[config.mk]
export PLATFORM = sky130hd
export DESIGN_NAME = primary_alert_summary
export DESIGN_NICKNAME = d
export VERILOG_FILES = /design/src/core/alert_summary_pkg.sv /design/src/core/alert_summary_latch.sv /design/src/core/primary_alert_summary.sv
export SDC_FILE = /design/constraint.sdc
export NUM_CORES = 1
export LEC_CHECK = 0
export BUFFER_PORTS_ARGS = -buffer_cell sky130_fd_sc_hd__buf_2
export CAP_MARGIN = 30
export CELL_PAD_IN_SITES_DETAIL_PLACEMENT = 2
export CELL_PAD_IN_SITES_GLOBAL_PLACEMENT = 2
export CORE_MARGIN = 2
export CORE_UTILIZATION = 19
export CTS_CLUSTER_DIAMETER = 50
export DETAILED_ROUTE_END_ITERATION = 6
export PLACE_DENSITY_LB_ADDON = 0.1
export RECOVER_POWER = 100
export SYNTH_ARGS = -nofsm -noshare
export SYNTH_HDL_FRONTEND = slang
export SYNTH_HIERARCHICAL = 1
export SYNTH_SLANG_ARGS = --single-unit
export TNS_END_PERCENT = 5
[constraint.sdc]
create_clock -name clk_sys_i -period 1.2 [get_ports clk_sys_i]
set_input_delay 0.24 -clock clk_sys_i [delete_from_list [all_inputs] [get_ports clk_sys_i]]
set_output_delay 0.24 -clock clk_sys_i [all_outputs]
set_load 0.02 [all_outputs]
[src/core/alert_summary_pkg.sv]
package alert_summary_pkg;

    // Register map and field layout of the summary word
    localparam logic [7:0] PRIMARY_ALERT_SUMMARY_ADDR = 8'h02;
    localparam int REG_W = 16;
    localparam int BIT_SCAN_COMPLETE = 15;
    localparam int BIT_RESET_EVENT = 14;
    localparam int BIT_CELL_MISMATCH = 13;
    localparam int BIT_CELL_OVER = 12;
    localparam int BIT_CELL_UNDER = 11;
    localparam int BIT_BLOCK_OVER = 10;
    localparam int BIT_BLOCK_UNDER = 9;
    localparam int BIT_AUX_OVER = 8;
    localparam int BIT_AUX_UNDER = 7;
    localparam int BIT_UNUSED = 6;
    localparam int BIT_PACKET_CHECK = 5;
    localparam int BIT_INTERFACE = 4;
    localparam int BIT_CALIBRATION = 3;
    localparam int BIT_BALANCING = 2;
    localparam int BIT_DIAG_TWO = 1;
    localparam int BIT_DIAG_ONE = 0;

    // Values after power-on reset
    localparam logic [15:0] PRIMARY_ALERT_SUMMARY_RESET = 16'h4000;
    localparam logic RESET_EVENT_RESET = 1'b1;
    localparam logic ALERT_RESET = 1'b0;
    localparam logic [15:0] RDATA_RESET = 16'h0000;

    // Documented channel counts and field widths
    localparam int NUM_CELLS = 14;
    localparam int NUM_AUX = 6;
    localparam int CELL_W = 14;
    localparam int BLOCK_W = 16;
    localparam int DIAG_W = 16;

    typedef struct packed {
        logic scan_complete;
        logic reset_event;
        logic cell_mismatch;
        logic block_over;
        logic block_under;
        logic packet_check;
        logic interface_err;
        logic calibration;
        logic balancing;
        logic diag_two;
        logic diag_one;
        logic rvalid;
        logic [15:0] rdata;
    } summary_state_t;

    typedef struct packed {
        logic flag;
    } latch_state_t;

endpackage : alert_summary_pkg

[src/core/alert_summary_latch.sv]
`timescale 1ns/10ps
`default_nettype none

// Summary that sets as soon as any source alert is high and only drops at an
// acquisition that finds every source resolved.
module alert_summary_latch #(
    parameter int W = 14
) (
    // Clock and reset
    input wire logic clk_sys_i,
    input wire logic rstn_i,
    // Source alerts from both measurement paths
    input wire logic [W-1:0] src_adc_i,
    input wire logic [W-1:0] src_cmp_i,
    input wire logic acq_done_i,
    // Summary
    output logic flag_o
);
    import alert_summary_pkg::*;

    latch_state_t state_reg;
    latch_state_t state_next;
    logic any_src;

    assign any_src = (|src_adc_i) | (|src_cmp_i);

    always_comb begin
        state_next = state_reg;
        if (any_src) begin
            state_next.flag = 1'b1;
        end else if (acq_done_i) begin
            state_next.flag = 1'b0;
        end
    end

    always_ff @(posedge clk_sys_i or negedge rstn_i) begin
        if (!rstn_i) begin
            state_reg <= '{flag: ALERT_RESET};
        end else begin
            state_reg <= state_next;
        end
    end

    assign flag_o = state_reg.flag;
endmodule : alert_summary_latch

`default_nettype wire

[src/core/primary_alert_summary.sv]
// Notes on behaviour
// Bit 15 reads 1 after a requested measurement finishes, else 0; resets to 0.
// Bit 15 clears when the scan done indication drops; host writes ignored.
// Bit 14 is set by every power-on reset, reset value 1.
// Bit 14 clears only on a host write of 0; writing 1 changes nothing.
// Host should clear bit 14 after power-up and after address enumeration.
// Bit 13 sets when highest minus lowest cell voltage exceeds mismatch threshold.
// Bit 13 re-evaluated at next acquisition, clears if gone; host writes ignored.
// Bit 12 is OR of fourteen ADC and fourteen comparator cell over alerts.
// Bit 11 is OR of fourteen ADC and fourteen comparator cell under alerts.
// Bits 12 and 11 clear at next acquisition only when all sources resolved.
// Bit 10 sets when latest block voltage is above block over threshold.
// Bit 9 sets when latest block voltage is below block under threshold.
// Block alerts re-evaluated only at next block acquisition; read-only.
// Read-only summaries for aux, packet check, interface, calibration, balancing, diagnostics.
// Bit 8 is OR of six ADC and six comparator aux over alerts.
// Each diagnostic summary is OR of all sixteen bits of its register.
// Bit 6 reads 0; writes to it and read-only bits are ignored.
// All alerts other than bit 14 hold 0 after reset until set.
`timescale 1ns/10ps
`default_nettype none

module primary_alert_summary #(
    parameter int CELLS = alert_summary_pkg::NUM_CELLS,
    parameter int AUXS = alert_summary_pkg::NUM_AUX,
    parameter int CW = alert_summary_pkg::CELL_W,
    parameter int BW = alert_summary_pkg::BLOCK_W
) (
    // Clock and reset
    input wire logic clk_sys_i,
    input wire logic rstn_i,
    // Register access port
    input wire logic [7:0] reg_addr_i,
    input wire logic reg_wr_i,
    input wire logic reg_rd_i,
    input wire logic [alert_summary_pkg::REG_W-1:0] reg_wdata_i,
    output logic [alert_summary_pkg::REG_W-1:0] reg_rdata_o,
    output logic reg_rvalid_o,
    // Scan control
    input wire logic scan_done_indication_i,
    // Cell acquisition
    input wire logic acq_done_i,
    input wire logic [CW-1:0] cell_max_i,
    input wire logic [CW-1:0] cell_min_i,
    input wire logic [CW-1:0] mismatch_threshold_i,
    input wire logic [CELLS:1] adc_cell_over_alerts_i,
    input wire logic [CELLS:1] comparator_cell_over_alerts_i,
    input wire logic [CELLS:1] adc_cell_under_alerts_i,
    input wire logic [CELLS:1] comparator_cell_under_alerts_i,
    input wire logic [AUXS-1:0] adc_aux_over_alerts_i,
    input wire logic [AUXS-1:0] comparator_aux_over_alerts_i,
    input wire logic [AUXS-1:0] adc_aux_under_alerts_i,
    input wire logic [AUXS-1:0] comparator_aux_under_alerts_i,
    // Block acquisition
    input wire logic block_acq_done_i,
    input wire logic [BW-1:0] block_voltage_i,
    input wire logic [BW-1:0] block_over_threshold_i,
    input wire logic [BW-1:0] block_under_threshold_i,
    // Other alert groups
    input wire logic packet_check_alert_i,
    input wire logic interface_error_alert_i,
    input wire logic calibration_fault_alert_i,
    input wire logic balancing_alert_i,
    input wire logic [alert_summary_pkg::DIAG_W-1:0] diag_group_one_register_i,
    input wire logic [alert_summary_pkg::DIAG_W-1:0] diag_group_two_register_i,
    // Live register contents
    output logic [alert_summary_pkg::REG_W-1:0] primary_alert_summary_o
);
    import alert_summary_pkg::*;

    summary_state_t state_reg;
    summary_state_t state_next;
    logic cell_over_summary;
    logic cell_under_summary;
    logic aux_over_summary;
    logic aux_under_summary;
    logic mismatch_cond;
    logic addr_hit;
    logic [REG_W-1:0] summary_word;

    // Cell and aux summaries share one latch structure
    alert_summary_latch #(.W(CELLS)) u_cell_over (
        .clk_sys_i(clk_sys_i),
        .rstn_i(rstn_i),
        .src_adc_i(adc_cell_over_alerts_i),
        .src_cmp_i(comparator_cell_over_alerts_i),
        .acq_done_i(acq_done_i),
        .flag_o(cell_over_summary)
    );

    alert_summary_latch #(.W(CELLS)) u_cell_under (
        .clk_sys_i(clk_sys_i),
        .rstn_i(rstn_i),
        .src_adc_i(adc_cell_under_alerts_i),
        .src_cmp_i(comparator_cell_under_alerts_i),
        .acq_done_i(acq_done_i),
        .flag_o(cell_under_summary)
    );

    alert_summary_latch #(.W(AUXS)) u_aux_over (
        .clk_sys_i(clk_sys_i),
        .rstn_i(rstn_i),
        .src_adc_i(adc_aux_over_alerts_i),
        .src_cmp_i(comparator_aux_over_alerts_i),
        .acq_done_i(acq_done_i),
        .flag_o(aux_over_summary)
    );

    alert_summary_latch #(.W(AUXS)) u_aux_under (
        .clk_sys_i(clk_sys_i),
        .rstn_i(rstn_i),
        .src_adc_i(adc_aux_under_alerts_i),
        .src_cmp_i(comparator_aux_under_alerts_i),
        .acq_done_i(acq_done_i),
        .flag_o(aux_under_summary)
    );

    // A reversed min/max pair never counts as a mismatch, so a stale
    // record cannot raise the alert through unsigned wrap-around
    assign mismatch_cond = (cell_max_i > cell_min_i) &&
        ((cell_max_i - cell_min_i) > mismatch_threshold_i);

    assign addr_hit = (reg_addr_i == PRIMARY_ALERT_SUMMARY_ADDR);

    always_comb begin
        summary_word = '0;
        summary_word[BIT_SCAN_COMPLETE] = state_reg.scan_complete;
        summary_word[BIT_RESET_EVENT] = state_reg.reset_event;
        summary_word[BIT_CELL_MISMATCH] = state_reg.cell_mismatch;
        summary_word[BIT_CELL_OVER] = cell_over_summary;
        summary_word[BIT_CELL_UNDER] = cell_under_summary;
        summary_word[BIT_BLOCK_OVER] = state_reg.block_over;
        summary_word[BIT_BLOCK_UNDER] = state_reg.block_under;
        summary_word[BIT_AUX_OVER] = aux_over_summary;
        summary_word[BIT_AUX_UNDER] = aux_under_summary;
        summary_word[BIT_UNUSED] = 1'b0;
        summary_word[BIT_PACKET_CHECK] = state_reg.packet_check;
        summary_word[BIT_INTERFACE] = state_reg.interface_err;
        summary_word[BIT_CALIBRATION] = state_reg.calibration;
        summary_word[BIT_BALANCING] = state_reg.balancing;
        summary_word[BIT_DIAG_TWO] = state_reg.diag_two;
        summary_word[BIT_DIAG_ONE] = state_reg.diag_one;
    end

    always_comb begin
        state_next = state_reg;

        // Level copy of the scan control indication
        state_next.scan_complete = scan_done_indication_i;

        // Only bit 14 is writable; every other written bit is dropped
        if (reg_wr_i && addr_hit && !reg_wdata_i[BIT_RESET_EVENT]) begin
            state_next.reset_event = 1'b0;
        end

        if (acq_done_i) begin
            state_next.cell_mismatch = mismatch_cond;
        end

        // Block alerts move only on a block acquisition
        if (block_acq_done_i) begin
            state_next.block_over = block_voltage_i > block_over_threshold_i;
            state_next.block_under = block_voltage_i < block_under_threshold_i;
        end

        // Owners of these alerts handle their own clearing
        state_next.packet_check = packet_check_alert_i;
        state_next.interface_err = interface_error_alert_i;
        state_next.calibration = calibration_fault_alert_i;
        state_next.balancing = balancing_alert_i;
        state_next.diag_two = |diag_group_two_register_i;
        state_next.diag_one = |diag_group_one_register_i;

        // Read data is captured one cycle after the request
        state_next.rvalid = reg_rd_i;
        if (reg_rd_i) begin
            state_next.rdata = addr_hit ? summary_word : RDATA_RESET;
        end
    end

    always_ff @(posedge clk_sys_i or negedge rstn_i) begin
        if (!rstn_i) begin
            state_reg <= '{
                scan_complete: ALERT_RESET,
                reset_event: RESET_EVENT_RESET,
                cell_mismatch: ALERT_RESET,
                block_over: ALERT_RESET,
                block_under: ALERT_RESET,
                packet_check: ALERT_RESET,
                interface_err: ALERT_RESET,
                calibration: ALERT_RESET,
                balancing: ALERT_RESET,
                diag_two: ALERT_RESET,
                diag_one: ALERT_RESET,
                rvalid: 1'b0,
                rdata: RDATA_RESET
            };
        end else begin
            state_reg <= state_next;
        end
    end

    assign reg_rdata_o = state_reg.rdata;
    assign reg_rvalid_o = state_reg.rvalid;
    assign primary_alert_summary_o = summary_word;
endmodule : primary_alert_summary

`default_nettype wire

==> results of run 1 <==
## worst max-delay path, cell delays in order
cell and delay [ns]:
buf_8 0.08, inv_8 0.03, ha_4 0.15, fa_2 0.34
nand2b_4 0.16, a211oi_4 0.23, nor4_1 0.08, o21ba_2 0.22
a21oi_2 0.12, xor2_1 0.18, ha_1 0.30, a21oi_2 0.16
nand2_1 0.09, a21oi_2 0.14, o21ai_1 0.09, a21oi_2 0.14
o32ai_2 0.10
## where the power goes
part,internal [mW],total (mW),switching (mW)
Clock,0.881,1.31,0.425
Combinational,0.973,1.85,0.875
Sequential,1.07,1.09,0.0190
## cell usage in the layout (no fill, tap or decap), types with 3 or more instances in the layout
| cell type | count |
|---|---|
| a211oi_1 | 3 |
| a21o_1 | 9 |
| a21oi_1 | 15 |
| a21oi_2 | 5 |
| buf_2 | 217 |
| buf_4 | 60 |
| buf_6 | 3 |
| clkbuf_1 | 8 |
| clkbuf_16 | 5 |
| clkbuf_2 | 26 |
| dfrtp_1 | 30 |
| ha_1 | 55 |
| ha_4 | 4 |
| inv_1 | 82 |
| nand2_1 | 31 |
| nand3_1 | 4 |
| nand4_1 | 14 |
| nor2_1 | 13 |
| nor2b_1 | 3 |
| nor3_1 | 4 |
| nor4_1 | 19 |
| nor4_2 | 12 |
| o211ai_1 | 3 |
| o21a_1 | 3 |
| o21ai_0 | 9 |
| o22ai_1 | 17 |
| or3_1 | 3 |
| xnor2_1 | 8 |
## Yosys cell counts (3+ instances only)
cell / number
a211oi_1: 4
a21o_1: 9
a21oi_1: 20
buf_4: 6
clkbuf_1: 4
dfrtp_1: 30
ha_1: 59
inv_1: 85
nand2_1: 31
nand3_1: 4
nand4_1: 14
nor2_1: 15
nor2b_1: 4
nor3_1: 6
nor4_1: 19
nor4_2: 12
o211ai_1: 3
o21a_1: 3
o21ai_0: 10
o22ai_1: 17
or3_1: 3
xnor2_1: 8
## state kept, by name, indices dropped and copies added, names as in the netlist
register and count:
reg_rvalid_o 1, u_cell_under/flag_o 1, primary_alert_summary_o 11, u_aux_under/flag_o 1
reg_rdata_o 15, u_aux_over/flag_o 1, u_cell_over/flag_o 1
## cell type report
class	count	area, um2
inverter	85	329.1
timing repair buffer	316	1767
multi-input combinational	271	2242
fill	1991	11100
clock buffer	8	156.4
sequential	31	777.0
tap	220	275.3
## final timing paths
kind | startpoint | end | slack [ns]
min | scan_done_indication_i | primary_alert_summary_o[15]$_DFF_PN0_ | 0.07
max | cell_max_i[0] | primary_alert_summary_o[13]$_DFFE_PN0P_ | -1.49
min in group asynchronous | rstn_i | primary_alert_summary_o[5]$_DFF_PN0_ | 0.42
max in group asynchronous | rstn_i | u_cell_under/flag_o$_DFFE_PN0P_ | 0.20
max reg2reg | u_cell_under/flag_o$_DFFE_PN0P_ | u_cell_under/flag_o$_DFFE_PN0P_ | 0.18
min reg2reg | primary_alert_summary_o[14]$_DFFE_PN1P_ | primary_alert_summary_o[14]$_DFFE_PN1P_ | 0.49
## through the flow
| stage | setup slack (ns) | TNS (ns) | cell area (um2) | util |
|---|---|---|---|---|
| 6_report | -1.494 | -1.871 | 5547 | 0.3333 |
| 3_5_place_dp | -1.993 | -3.579 | 5256 | 0.3158 |
| 5_1_grt | -1.660 | -2.251 | 5547 | 0.3333 |
| 2_1_floorplan | -1.480 | -2.073 | 3299 | - |
| 4_1_cts | -1.509 | -1.955 | 5560 | 0.3341 |
| 3_3_place_gp | -1.798 | -3.289 | 5256 | 0.3158 |
## per-layer routing
layer,global-route usage,routed length (um),up-vias,part of all wire
li1,-,-,2030,-
met1,0.1662,5139,1922,0.37
met2,0.3085,7817,124,0.56
met3,0.02365,688,20,0.049
met4,0.04035,265,0,0.019
met5,0,0,-,0
## timing repair
action	in CTS	in global routing
cloned	0	0
endpoints found under the hold margin	5	0
gates resized for setup	25	6
setup buffers	4	0
setup endpoints to repair	4	4
pin swaps	24	8
hold buffers	1	0
## cell families after synthesis
logic type      Yosys count  synth area share
flops                    31            0.2386
buf+inv                  95            0.1164
simple gates            114            0.2063
compound gates           85            0.1779
other cells               1          0.001151
fa+ha+maj                60            0.2328
xor+xnor                 10           0.02689
==> impl_results.md, run 1 <==
- Status: complete, but fails checks
- Failing checks: setup timing
- Number of diodes: 0
- Total grt overflow: 0
- Startpoint class of the critical path: primary input
- Cells after synthesis: 396
- Root Buffer: clkbuf_16
- Global-route wire length before repair: 22930 um
- Latest clock arrival within the worst-skew pair: 0.27 ns
- 1st-pass router iterations: 5
- Register area share after synthesis: 0.2386
- Total power: 4.246 mW
- Max_cap viols: 0
- Initial DRC Count: 39
- Setup violations, final: 3
- Routed wire per std cell: 14.94 um
- Worst IR Drop VDD: 0.4073 mV
- Share of cells above drive strength 1: 0.5021
- Mapped cell area: 3257 um2
- Critical path type: primary input to register
- Clk pin slew, worst setup/hold paths: 0.05 ns
- Crit-path max FO: 3
- Clk sinks: 31
- Post-Layout Cell Count: 931
- CTS tree: done
- Vias/cell: 4.400
- Num CTS Buffers: 5
- Synth warnings: 6
- Worst slew pin tran: 0.5732 ns
- Core box area: 16640 um2
- Worst rel slew slack: 0.6179
- Buffers added on ports: 252
- H-tree lvl count: 2
- Initial antenna violation count: 0
- Crit path DAT: 2.84 ns
- Routed via count: 4096
- LEAKAGE: 3.022 nW
- Syn Area/Cell: 8.224 um2
- Post-synth EDFFs: 0
- Count of final hold-check violations: 0
- Achievable Freq: 0.3712 GHz
- Global Route Usage Sum: 0.1543
- Number of global-route vias before repair: 4806
- HP Class: primary input to register
- Largest net degree at the start of global routing: 32
- DP HPWL: 12510 um
- Cells on worst reg2reg path: 3
- DRT Wirelength: 13910 um
- Skew final: 0.002170 ns
- Post-synth top area share: 0.2305
- Worst Setup Slack, final: -1.494 ns
- Crit path capture type: register
- Placed cells: 918
- Dominant synthesized flop cell: dfrtp_1
- Min Tclk post-route: 2.694 ns
- Async SR Flop Fraction: 1.000
- IO Count: 270
- Max-slew violations: 0
- Die width: 134.9 um
- Synth top area cells: dfrtp_1 23%, ha_1 23%, inv_1 9.8%, nor4_2 4.6%, nor4_1 3.6%
- Starting Density: 0.1957
- Die area: 18200 um2
- Crit path required time: 1.35 ns
- CTS max path bufs: 2
- Power per cell area: 765.5 nW/um2
- Post-synth top area cell: dfrtp_1
- Num rows: 47
- Fin Hold WS: 0.07333 ns
- #FFs+latches synth: 31
- Unrepaired setup endpoints after global routing: yes
- Post-DRT Antenna Nets: 0
- Final Cycle Share: 2.245
- Final Wtd Congestion: 0.8521
- Die Span Y: 134.9 um
- Synthesis-to-finish area growth: 70.30%
- Nets@finish: 1007
- Number of distinct library cells after synthesis: 46
- Hold path cells: 1
- Number of remaining DRC errors: 0
(Power assumes the default switching activity.)
==> run 2: changes to the inputs <==
Settings changed: CORE_ASPECT_RATIO set to 0.6, CTS_BUF_LIST set to sky130_fd_sc_hd__clkbuf_8 sky130_fd_sc_hd__clkbuf_16.
==> impl_results.md, run 2 (synthesized netlist as in run 1, its figures left out) <==
- Status: complete, but fails checks
- Failing checks: setup timing
- Crit path DAT: 2.90 ns
- CTS max path bufs: 2
- Buffers added on ports: 252
- Max-slew violations: 0
- Clk sinks: 31
- DP Worst Slack: -1.903 ns
- Nets@finish: 998
- Num CTS Buffers: 5
- DP HPWL: 12870 um
- FF+latch area: 777.0 um2
- Dpl cell area: 5201 um2
- Most frequent cells in the layout: 216 x buf_2, 83 x inv_1, 54 x ha_1
- Total grt overflow: 0
- IO Count: 270
- Final Cycle Share: 2.261
- Achievable Freq: 0.3686 GHz
- Die Span Y: 105.4 um
- Worst IR Drop VDD: 0.4868 mV
- Filler cells: 2014
- Die width: 173.0 um
- Worst stage delay on the critical path: 0.36 ns
- Post-DRT Antenna Nets: 0
- DRT Wirelength: 14450 um
- Vias/cell: 4.305
- Starting Density: 0.1922
- Max FFs per register: 15
- Worst Setup Slack, final: -1.513 ns
- Routed via count: 4038
- Global Route Usage Sum: 0.1636
- Critical path type: primary input to register
- Setup violations, final: 4
- Global-route wire length before repair: 24190 um
- Post-Layout Cell Count: 938
- Crit path max-delay family: compound AO/OA/AOI/OAI gates
- HP Class: primary input to register
- 1st-pass router iterations: 4
- Worst slew pin tran: 0.7266 ns
- Crit path required time: 1.38 ns
- Most common cell after layout, fill and taps aside: buf_2
- Initial antenna violation count: 1
- Share of cells above drive strength 1: 0.4900
- Root Buffer: clkbuf_16
- Routed wire per std cell: 15.40 um
- Skew final: 0.008366 ns
- H-tree lvl count: 2
- Startpoint class of the critical path: primary input
- LEAKAGE: 2.993 nW
- Synthesis-to-finish area growth: 69.27%
- Post-route cell area: 5513 um2
- Core box area: 16940 um2
- Unrepaired setup endpoints after global routing: yes
- Initial DRC Count: 131
- CTS tree: done
- Clk pin slew, worst setup/hold paths: 0.05 ns
- Number of global-route vias before repair: 4738
- Worst rel slew slack: 0.5112
- Multi-input gate area: 2226 um2
- Largest net degree at the start of global routing: 32
- CP Cell Sequence: buf_6 > inv_4 > ha_4 > nor2b_4 > o31a_2 > o21ai_2 > a211o_1 > nor3_2 > a311o_1 > ha_4 > nand4_1 > nor3_2 > a21oi_2 > o32ai_2
- Power per cell area: 825.8 nW/um2
- Crit-path max FO: 4
- Buf/Inv on CP: 2
- Final Wtd Congestion: 0.7861
- Min Tclk post-route: 2.713 ns
- Fin Hold WS: 0.06392 ns
- Count of final hold-check violations: 0
- Number of remaining DRC errors: 0
- Latest clock arrival within the worst-skew pair: 0.28 ns
- Placed cells: 924
- Max_cap viols: 0
- Crit path capture type: register
- Fin Setup TNS: -1.914 ns
- Num rows: 37
- Crit-path slowest cell: o31a_2
- Die area: 18240 um2
[run 2: changes by cell type in the layout (fill, tap and decap cells not counted), sizes merged]
cell | before | now
buf | 282 | 273
clkbuf | 41 | 38
bufinv | 0 | 2
diode | 0 | 2
inv | 85 | 86
[run 2: area by class of cell]
class	count	share of cell area
clock buffer	5	0.02270
sequential	31	0.1409
inverter	85	0.05969
antenna	2	0.0009079
tap	234	0.05311
multi-input combinational	271	0.4038
clock inverter	3	0.01158
timing repair buffer	307	0.3073
[run 2: repair_timing]
item,CTS,global route
hold buffers,1,0
buffers inserted,3,0
endpoints found under the hold margin,5,0
resized for setup,24,4
pin swaps,26,7
endpoints found under the setup margin,4,4
[run 2: report_power, final]
| part | internal, mW | switching, mW |
|---|---|---|
| registers | 1.07 | 0.0191 |
| clock network | 1.18 | 0.467 |
| logic | 0.934 | 0.878 |
| total | 3.19 | 1.36 |
[run 2: worst paths after layout]
kind                                                         start                                 endpoint  slack, ns  cells after the start
min in group asynchronous                                   rstn_i               reg_rdata_o[5]$_DFFE_PN0P_       0.38                      2
max                                                  cell_min_i[1]  primary_alert_summary_o[13]$_DFFE_PN0P_      -1.51                     14
min                                              balancing_alert_i     primary_alert_summary_o[2]$_DFF_PN0_       0.06                      1
min reg2reg                primary_alert_summary_o[14]$_DFFE_PN1P_  primary_alert_summary_o[14]$_DFFE_PN1P_       0.48                      1
max reg2reg                        u_cell_under/flag_o$_DFFE_PN0P_          u_cell_under/flag_o$_DFFE_PN0P_       0.20                      3
max in group asynchronous                                   rstn_i  primary_alert_summary_o[13]$_DFFE_PN0P_       0.14                      3
[run 2: per-stage QoR]
stage	power, mW	util
2_1_floorplan	1.923	-
3_3_place_gp	2.780	0.3070
5_1_grt	4.900	0.3251
6_report	4.553	0.3254
4_1_cts	4.628	0.3262
3_5_place_dp	2.860	0.3070
[run 2: metal layers]
| metal | GRT usage | wire (um) |
|---|---|---|
| met1 | 0.2063 | 6642 |
| met2 | 0.2846 | 6769 |
| met5 | 0 | 0 |
| met4 | 0.02603 | 133 |
| met3 | 0.04437 | 900 |
==> run 3: changes to the inputs <==
Settings changed: CORE_MARGIN 2 to 1.5.
Clock period 1.2 ns to 2.9 ns, I/O delays scaled along.
==> impl_results.md, run 3 (synthesized netlist as in run 1, its figures left out) <==
- Status: complete, but fails checks
- Failing checks: capacitance limit, slew limit, setup timing
- Initial antenna violation count: 1
- DRT Wirelength: 14360 um
- Final Cycle Share: 1.050
- Worst hold endpoint: primary_alert_summary_o[15]$_DFF_PN0_
- Post-DRT Antenna Nets: 0
- Core box area: 16490 um2
- Die width: 172.0 um
- Hold_sp: scan_done_indication_i
- Share of cells above drive strength 1: 0.4290
- Dpl cell area: 4936 um2
- Cells on worst reg2reg path: 3
- Skew final: 0.001488 ns
- Most common cell after layout, fill and taps aside: buf_2
- Buffers added on ports: 252
- Max FFs per register: 15
- Clk sinks: 31
- LEAKAGE: 2.750 nW
- Global Route Usage Sum: 0.1601
- Worst IR Drop VDD: 0.2395 mV
- HP Class: primary input to register
- H-tree lvl count: 2
- Initial DRC Count: 119
- Unrepaired setup endpoints after global routing: yes
- DP HPWL: 12880 um
- CTS max path bufs: 2
- Routed via count: 3896
- Worst slew pin tran: 1.819 ns
- CP Cell Sequence: buf_8 > inv_8 > ha_4 > fa_2 > nand2b_4 > a211oi_4 > nor4_2 > o21ba_2 > a21oi_2 > xor2_1 > ha_1 > nand4_1 > nor3_2 > a21oi_1 > o21ai_1 > o32ai_2
- IO Count: 270
- Setup violations, final: 1
- Count of final hold-check violations: 0
- Largest net degree at the start of global routing: 32
- Crit-path max FO: 3
- Max_cap viols: 1
- Total grt overflow: 0
- Min Tclk post-route: 3.045 ns
- DP Worst Slack: -0.5873 ns
- Starting Density: 0.1976
- Latest clock arrival within the worst-skew pair: 0.28 ns
- Vias/cell: 4.305
- Startpoint class of the critical path: primary input
- Achievable Freq: 0.3284 GHz
- Power per cell area: 322.6 nW/um2
- Hold path cells: 1
- Root Buffer: clkbuf_16
- Clk pin slew, worst setup/hold paths: 0.06 ns
- Worst rel slew slack: -0.2125
- Crit-path slowest cell: fa_2
- Post-route cell area: 5245 um2
- Fin Hold WS: 0.4050 ns
- Max-slew violations: 32
- Number of remaining DRC errors: 0
- Routed wire per std cell: 15.87 um
- Buf/Inv on CP: 2
- Final Wtd Congestion: 0.7933
- Number of global-route vias before repair: 4521
- Crit path capture type: register
- Synthesis-to-finish area growth: 61.04%
- Nets@finish: 972
- Global-route wire length before repair: 22670 um
- Num CTS Buffers: 5
- Reg-to-reg startpoint: u_cell_under/flag_o$_DFFE_PN0P_
- Crit path max-delay family: compound AO/OA/AOI/OAI gates
- Die area: 17960 um2
- Crit path required time: 3.05 ns
- R2R setup slack: 1.88 ns
- Critical path type: primary input to register
- Reg2reg end: u_cell_under/flag_o$_DFFE_PN0P_
- Num rows: 36
- Worst stage delay on the critical path: 0.34 ns
- Worst Setup Slack, final: -0.1452 ns
- CTS tree: done
- Crit path DAT: 3.20 ns
- 1st-pass router iterations: 4
- Die Span Y: 104.4 um
- Most frequent cells in the layout: 213 x buf_2, 83 x inv_1, 52 x ha_1
==> run 3: cell type report <==
cell class,instances,area (um2)
well taps,228,285.3
clock inverters,3,20.02
fillers,1985,11240
diodes,1,2.502
repair buffers,281,1464
clock buffers,5,125.1
multi-input cells,271,2242
flip-flops and latches,31,777.0
inverters,85,329.1
==> run 3: worst max path at each step <==
stage,endpoint,start,cells after the start
after floorplan,primary_alert_summary_o[13]$_DFFE_PN0P_,cell_max_i[0],16
after global placement,primary_alert_summary_o[13]$_DFFE_PN0P_,cell_max_i[0],17
after detailed placement,primary_alert_summary_o[13]$_DFFE_PN0P_,cell_min_i[1],15
after CTS,primary_alert_summary_o[13]$_DFFE_PN0P_,cell_min_i[1],15
after global routing,primary_alert_summary_o[13]$_DFFE_PN0P_,cell_max_i[0],16
final,primary_alert_summary_o[13]$_DFFE_PN0P_,cell_max_i[0],16
==> run 3: report_power, final <==
part	internal (mW)	switching (mW)	leakage, nW
Sequential	0.444	0.00835	0.380
Clock	0.316	0.205	0.0658
Combinational	0.363	0.355	2.30
==> run 3: repair_timing <==
action	4_1_cts	5_1_grt
pin swaps	17	14
hold buffers	0	0
endpoints found under the setup margin	1	1
buffers inserted	6	3
resized for setup	15	9
==> run 3: metal layers <==
layer,vias to the layer above,track usage,share of wire
li1,1957,-,-
met1,1826,0.2013,0.46
met2,101,0.2736,0.47
met3,12,0.04338,0.063
met4,0,0.02919,0.010
met5,-,0,0
==> run 3: stage by stage <==
stage               cells    util  setup TNS [ns]  power [mW]
floorplan             397       -         -0.1199      0.7957
global placement      887  0.2994         -0.4659       1.109
detailed placement    887  0.2994         -0.5873       1.141
CTS                   901  0.3160         -0.1814       1.709
global route          904  0.3180         -0.2956       1.825
finish                905  0.3182         -0.1452       1.692
